--- config.mk ---
export PLATFORM = sky130hd
export DESIGN_NAME = mvcu_top
export DESIGN_NICKNAME = d
export VERILOG_FILES = /design/src/mvcu_pkg.sv /design/src/mvcu_top.sv
export SDC_FILE = /design/constraint.sdc
export NUM_CORES = 1
export LEC_CHECK = 0
export BUFFER_PORTS_ARGS = -buffer_cell sky130_fd_sc_hd__buf_4
export CAP_MARGIN = 20
export CORE_MARGIN = 1
export CORE_UTILIZATION = 40
export DETAILED_ROUTE_END_ITERATION = 7
export GPL_TIMING_DRIVEN = 0
export PLACE_DENSITY = 0.85
export SYNTH_ARGS = -nofsm -noshare
export SYNTH_HDL_FRONTEND = slang
export SYNTH_SLANG_ARGS = --single-unit
--- constraint.sdc ---
create_clock -name I_CLK -period 1.8 [get_ports I_CLK]
set_input_delay 0.18 -clock I_CLK [delete_from_list [all_inputs] [get_ports I_CLK]]
set_output_delay 0.18 -clock I_CLK [all_outputs]
set_load 0.05 [all_outputs]
--- src/mvcu_pkg.sv ---
// Purpose: Constants and types for the move and conditional move unit
// Assumes: Operand kinds and condition codes arrive already decoded
// Notes: Condition codes follow the usual sixteen-entry order, each pair on one code
// Function
// - Plain transfer loads memory into general or segment register, and stores both.
// - Register transfers: general to general; general to and from segment, control, debug.
// - Immediate source may go to a general register or to memory.
// - No memory to memory or segment to segment path; string copy does that.
// - Conditional transfer moves 16 or 32 bits, memory or general into general.
// - False condition: no move, continue with next instruction.
// - Above is true when carry OR zero equals 0.
// - Below or equal is true when carry OR zero equals 1.
// - Above or equal and no carry share one code, true when carry is 0.
// - Below and carry are true when carry is 1.
// - Zero, parity, overflow and sign codes test their single flag set or clear.
// - Greater or equal when sign XOR overflow is 0; less when it is 1.
// - Less or equal when (sign XOR overflow) OR zero equals 1.
// - Paired condition names decode to one identical encoding and behaviour.
// - Feature query reports whether conditional transfers are implemented.
package mvcu_pkg;
	localparam int MVCU_DATA_W = 32;
	localparam int MVCU_REG_IDX_W = 3;
	localparam int MVCU_W16 = 16;

	// Operand location kinds
	typedef enum logic [2:0] {
		MVCU_LOC_MEM = 3'b000,
		MVCU_LOC_GPR = 3'b001,
		MVCU_LOC_SEG = 3'b010,
		MVCU_LOC_CTL = 3'b011,
		MVCU_LOC_DBG = 3'b100,
		MVCU_LOC_IMM = 3'b101
	} mvcu_loc_e;

	// Condition encodings; alternate names share a code
	typedef enum logic [3:0] {
		MVCU_CC_O = 4'h0,
		MVCU_CC_NO = 4'h1,
		MVCU_CC_B = 4'h2,
		MVCU_CC_AE = 4'h3,
		MVCU_CC_E = 4'h4,
		MVCU_CC_NE = 4'h5,
		MVCU_CC_BE = 4'h6,
		MVCU_CC_A = 4'h7,
		MVCU_CC_S = 4'h8,
		MVCU_CC_NS = 4'h9,
		MVCU_CC_P = 4'hA,
		MVCU_CC_NP = 4'hB,
		MVCU_CC_L = 4'hC,
		MVCU_CC_GE = 4'hD,
		MVCU_CC_LE = 4'hE,
		MVCU_CC_G = 4'hF
	} mvcu_cc_e;

	// Arithmetic status flags subset
	typedef struct packed {
		logic overflow_flag;
		logic sign_flag;
		logic zero_flag;
		logic parity_flag;
		logic carry_flag;
	} mvcu_flags_s;

	// One decoded transfer request
	typedef struct packed {
		logic valid;
		logic is_cond;
		logic size32;
		mvcu_cc_e cc;
		mvcu_loc_e src;
		mvcu_loc_e dst;
		logic [MVCU_REG_IDX_W-1:0] dst_idx;
		logic [MVCU_DATA_W-1:0] src_data;
		logic [MVCU_DATA_W-1:0] dst_old;
	} mvcu_req_s;

	// Result towards register file and memory path
	typedef struct packed {
		logic done;
		logic illegal;
		logic write_en;
		logic cond_true;
		mvcu_loc_e dst;
		logic [MVCU_REG_IDX_W-1:0] dst_idx;
		logic [MVCU_DATA_W-1:0] data;
	} mvcu_res_s;

	localparam logic [MVCU_DATA_W-1:0] MVCU_ZERO = 32'h0000_0000;
	localparam logic MVCU_HAS_CMOV_DEF = 1'b1;
endpackage : mvcu_pkg

--- src/mvcu_top.sv ---
// Purpose: Path check and condition evaluation for plain and conditional transfers
// Assumes: One request per cycle, result one cycle later; flags valid with request
// Notes: Flags are only read, never written by this block
`timescale 1ns/1ps
module mvcu_top import mvcu_pkg::*; #(
	parameter logic HAS_CMOV = MVCU_HAS_CMOV_DEF
) (
	input wire logic I_CLK,
	input wire logic I_RST_N,
	input wire mvcu_req_s i_req,
	input wire mvcu_flags_s i_flags,
	output mvcu_res_s o_res,
	output logic o_cmov_supported
);

	// Condition evaluation, shared by logic and checks; one code per name pair
	function automatic logic cc_eval(input mvcu_cc_e cc, input mvcu_flags_s f);
		logic r;
		r = 1'b0;
		unique case (cc)
			MVCU_CC_O: r = f.overflow_flag;
			MVCU_CC_NO: r = !f.overflow_flag;
			MVCU_CC_B: r = f.carry_flag;
			MVCU_CC_AE: r = !f.carry_flag;
			MVCU_CC_E: r = f.zero_flag;
			MVCU_CC_NE: r = !f.zero_flag;
			MVCU_CC_BE: r = f.carry_flag | f.zero_flag;
			MVCU_CC_A: r = !(f.carry_flag | f.zero_flag);
			MVCU_CC_S: r = f.sign_flag;
			MVCU_CC_NS: r = !f.sign_flag;
			MVCU_CC_P: r = f.parity_flag;
			MVCU_CC_NP: r = !f.parity_flag;
			MVCU_CC_L: r = f.sign_flag ^ f.overflow_flag;
			MVCU_CC_GE: r = !(f.sign_flag ^ f.overflow_flag);
			MVCU_CC_LE: r = (f.sign_flag ^ f.overflow_flag) | f.zero_flag;
			MVCU_CC_G: r = !((f.sign_flag ^ f.overflow_flag) | f.zero_flag);
		endcase
		return r;
	endfunction : cc_eval

	// Legal plain transfer paths; anything not listed is refused
	function automatic logic plain_ok(input mvcu_loc_e s, input mvcu_loc_e d);
		logic ok;
		ok = 1'b0;
		unique case (d)
			MVCU_LOC_GPR: begin
				// Every source kind may land in a general register
				ok = (s == MVCU_LOC_MEM) || (s == MVCU_LOC_GPR) || (s == MVCU_LOC_SEG)
					|| (s == MVCU_LOC_CTL) || (s == MVCU_LOC_DBG)
					|| (s == MVCU_LOC_IMM);
			end
			MVCU_LOC_MEM: begin
				// No memory source: memory copies belong to the string copy path
				ok = (s == MVCU_LOC_GPR) || (s == MVCU_LOC_SEG)
					|| (s == MVCU_LOC_IMM);
			end
			MVCU_LOC_SEG: begin
				// No segment source and no immediate into a segment register
				ok = (s == MVCU_LOC_MEM) || (s == MVCU_LOC_GPR);
			end
			MVCU_LOC_CTL, MVCU_LOC_DBG: begin
				ok = (s == MVCU_LOC_GPR);
			end
			MVCU_LOC_IMM: begin
				ok = 1'b0; // An immediate is never a destination
			end
			default: begin
				ok = 1'b0; // Codes beyond the enum are refused
			end
		endcase
		return ok;
	endfunction : plain_ok

	logic cond_now;
	logic legal_now;
	logic [MVCU_DATA_W-1:0] src_sized;
	logic [MVCU_DATA_W-1:0] merged;

	// Decode of the current request
	always_comb begin
		cond_now = cc_eval(i_req.cc, i_flags);
		if (i_req.is_cond) begin
			legal_now = HAS_CMOV && (i_req.dst == MVCU_LOC_GPR)
				&& ((i_req.src == MVCU_LOC_GPR) || (i_req.src == MVCU_LOC_MEM));
		end else begin
			legal_now = plain_ok(i_req.src, i_req.dst);
		end
		// A 16-bit move leaves the upper half of the destination alone
		src_sized = i_req.size32 ? i_req.src_data
			: {i_req.dst_old[MVCU_DATA_W-1:MVCU_W16], i_req.src_data[MVCU_W16-1:0]};
		merged = (i_req.is_cond && !cond_now) ? i_req.dst_old : src_sized;
	end

	// Result register
	always_ff @(posedge I_CLK) begin
		if (!I_RST_N) begin
			o_res <= '{done: 1'b0, illegal: 1'b0, write_en: 1'b0, cond_true: 1'b0,
				dst: MVCU_LOC_MEM, dst_idx: '0, data: MVCU_ZERO};
		end else begin
			o_res.done <= i_req.valid;
			o_res.illegal <= i_req.valid && !legal_now;
			// False condition drops the write; next instruction follows
			o_res.write_en <= i_req.valid && legal_now && (!i_req.is_cond || cond_now);
			o_res.cond_true <= i_req.valid && i_req.is_cond && cond_now;
			o_res.dst <= i_req.dst;
			o_res.dst_idx <= i_req.dst_idx;
			o_res.data <= merged;
		end
	end

	// Feature report, fixed at build
	always_ff @(posedge I_CLK) begin
		if (!I_RST_N) begin
			o_cmov_supported <= 1'b0;
		end else begin
			o_cmov_supported <= HAS_CMOV;
		end
	end
endmodule : mvcu_top

==> out/metrics.yaml <==
drc: 0
initial_core_util_pct: 41.9
worst-path-max-fanout: 10
place_congestion: 0.786
post_cts_resized: 0
syn_nets: 284
cts.htree.levels: 2
fin_ws_ns: 0.200
ant_nets: 0
grt_util_all_layers_pct: 19.9
rsz0062_at_grt: "no"
io_buffers: 128
ctsRootBufferMaster: "clkbuf_8"
irDropWorstVdd_v: 0.000476
yosys_warnings: 0
dieArea_um2: 4830
cp.arrival_ns: 1.82
instances_no_fill: 386
worstSetupEndpointType: "flop"
ios: 130
via_count: 1781
slew_violations: 0
die_width_um: 69.5
setup_tns_ns: 0
max_slew_margin_pct: 65.8
cts_tree: "done"
clock-sinks: 43
required_ns: 2.02
overflow: 0
outcome: "complete, no violations"
path_clk_slew_ns: 0.08
num_antenna_cells: 0
crit_type: "primary input to flop"
total_leakage_power_nw: 1.48
ys_types: 28
ys_ff_latch: 43
via_per_inst: 4.61
drive_gt1_share_pct: 42.8
dp_hpwl_um: 3770
grt_pass1_wl_um: 7580
syn_to_final_growth_pct: 61.4
power_w: 0.00246
holdCritPathClass: "primary input to flop"
ys_seq_area_share_pct: 47.2
fmax_mhz: 625
cp-start-kind: "primary input"
place_ws_ns: -0.112
num_rows: 24
fin_util_pct: 67.6
cp_slowest_stage_delay_ns: 0.37
cts_buffers: 5
synth_area_um2: 1820
drv_cap: 0
routed_wl_um: 4800
drt_iter0_markers: 70
syn_inst: 197
grt_pass1_vias: 1702
drtPass1Iterations: 4
setup_viol: 0
core_area_um2: 4350
worst_slew_pin_slew_ns: 0.513
powerDensity_nw_per_um2: 837
clock_path_buffers: 2
period_needed_ns: 1.60
grt_max_degree: 14
slowest_stage: "a21oi_4"
antenna_found_initial: 0
place_inst: 377
hold_viol: 0
final_nets: 420
synth.avg_cell_area_um2: 9.26
path_cells: "buf_4, a21oi_1, xor2_1, nor3b_1, a211o_1, a21oi_4, buf_6, mux2i_1"
die_h_um: 69.5
drt-wirelength-per-cell_um: 12.4
fin_crit_sh_pct: 88.9
## where the power goes
part           switching (W)  leakage (nW)  internal [W]
clock network       0.000318        0.0477      0.000266
logic               0.000486          1.07      0.000341
registers          0.0000205         0.358       0.00103
total               0.000824          1.48       0.00164
## Yosys cell counts (all sizes together)
master	number	area share (%)
o2111ai	1	0.48
o2111a	1	0.62
dfxtp	43	47
o211ai	1	0.69
o22ai	1	0.34
nor3b	2	0.82
mux2i	32	18
nand4b	1	0.48
a21oi	4	1.7
o21a	1	0.41
nor2b	1	0.34
o21ai	4	1.1
buf	4	2.9
and2	9	3.1
a31o	1	0.48
a211o	1	0.48
xnor2	4	1.9
nand2	67	14
nor2	2	0.55
nor3	2	0.55
or3	1	0.34
and3	1	0.34
nand2b	2	0.69
xor2	3	1.4
clkbuf	8	1.6
## layout make-up
type | instances | area (µm²)
Tap cell | 52 | 65.1
Clock inverter | 3 | 15.0
Fill cell | 357 | 1410
Clock buffer | 5 | 68.8
Multi-Input combinational cell | 142 | 880
Timing Repair Buffer | 129 | 971
Buffer | 12 | 83.8
Sequential cell | 43 | 861
## cells in the final DEF (no fill, tap or decap), types with 2 or more instances in the layout
| cell type | count |
|---|---|
| xnor2_1 | 4 |
| and2_1 | 9 |
| clkbuf_8 | 5 |
| o21ai_0 | 4 |
| nand2_1 | 67 |
| clkbuf_1 | 8 |
| buf_6 | 3 |
| mux2i_1 | 32 |
| buf_4 | 128 |
| nor3b_1 | 2 |
| xor2_1 | 3 |
| a21oi_1 | 3 |
| nand2b_1 | 2 |
| dfxtp_1 | 43 |
| nor3_1 | 2 |
| clkinv_2 | 3 |
## path summary, 6_finish.rpt
check                 start        end  slack (ns)  cells past startpoint
setup / recovery  i_req[74]   o_res[0]        0.20                      8
hold / removal    i_req[64]  o_res[32]        0.10                      2
## flip-flops by register name (all words and copies together) (netlist names)
name / cells
o_res: 42
o_cmov_supported: 1
## what timing repair did
item / 4_1_cts / 5_1_grt
hold endpoints to repair: 1 / 0
hold buffers: 1 / 0
setup buffers: 0 / 0
## cells by family (layout without fill, tap and decap cells)
kind of cell	after synthesis	count (layout)	synth area share (%)
AND/OR/NAND/NOR	88	88	21.0
buffers and inverters	12	149	4.60
XOR/XNOR	7	7	3.36
multiplexers	32	32	17.6
flip-flops	43	43	47.2
AO/OA/AOI/OAI	15	15	6.31
## stage by stage
stage	cell area [µm²]	hold WS, ns
global placement	2850	0.293
global route	2940	0.0854
detailed placement	2850	0.298
finish	2940	0.102
CTS	2940	0.100
floorplan	1820	0.208
## metal layers
layer / vias to the layer above / GRT usage, % / wire length (µm)
met1: 775 / 20.2 / 1860
met3: 8 / 6.83 / 335
met2: 81 / 37.1 / 2510
li1: 917 / - / -
met4: 0 / 7.26 / 93
met5: - / 0 / 0
## critical path, delay by kind of cell
family          cells  cell delay (ns)
compound gates      3             0.86
buf+inv             2             0.36
mux                 1             0.19
xor+xnor            1             0.16
simple gates        1             0.06
Note: power is estimated with default switching activity, not from simulation.
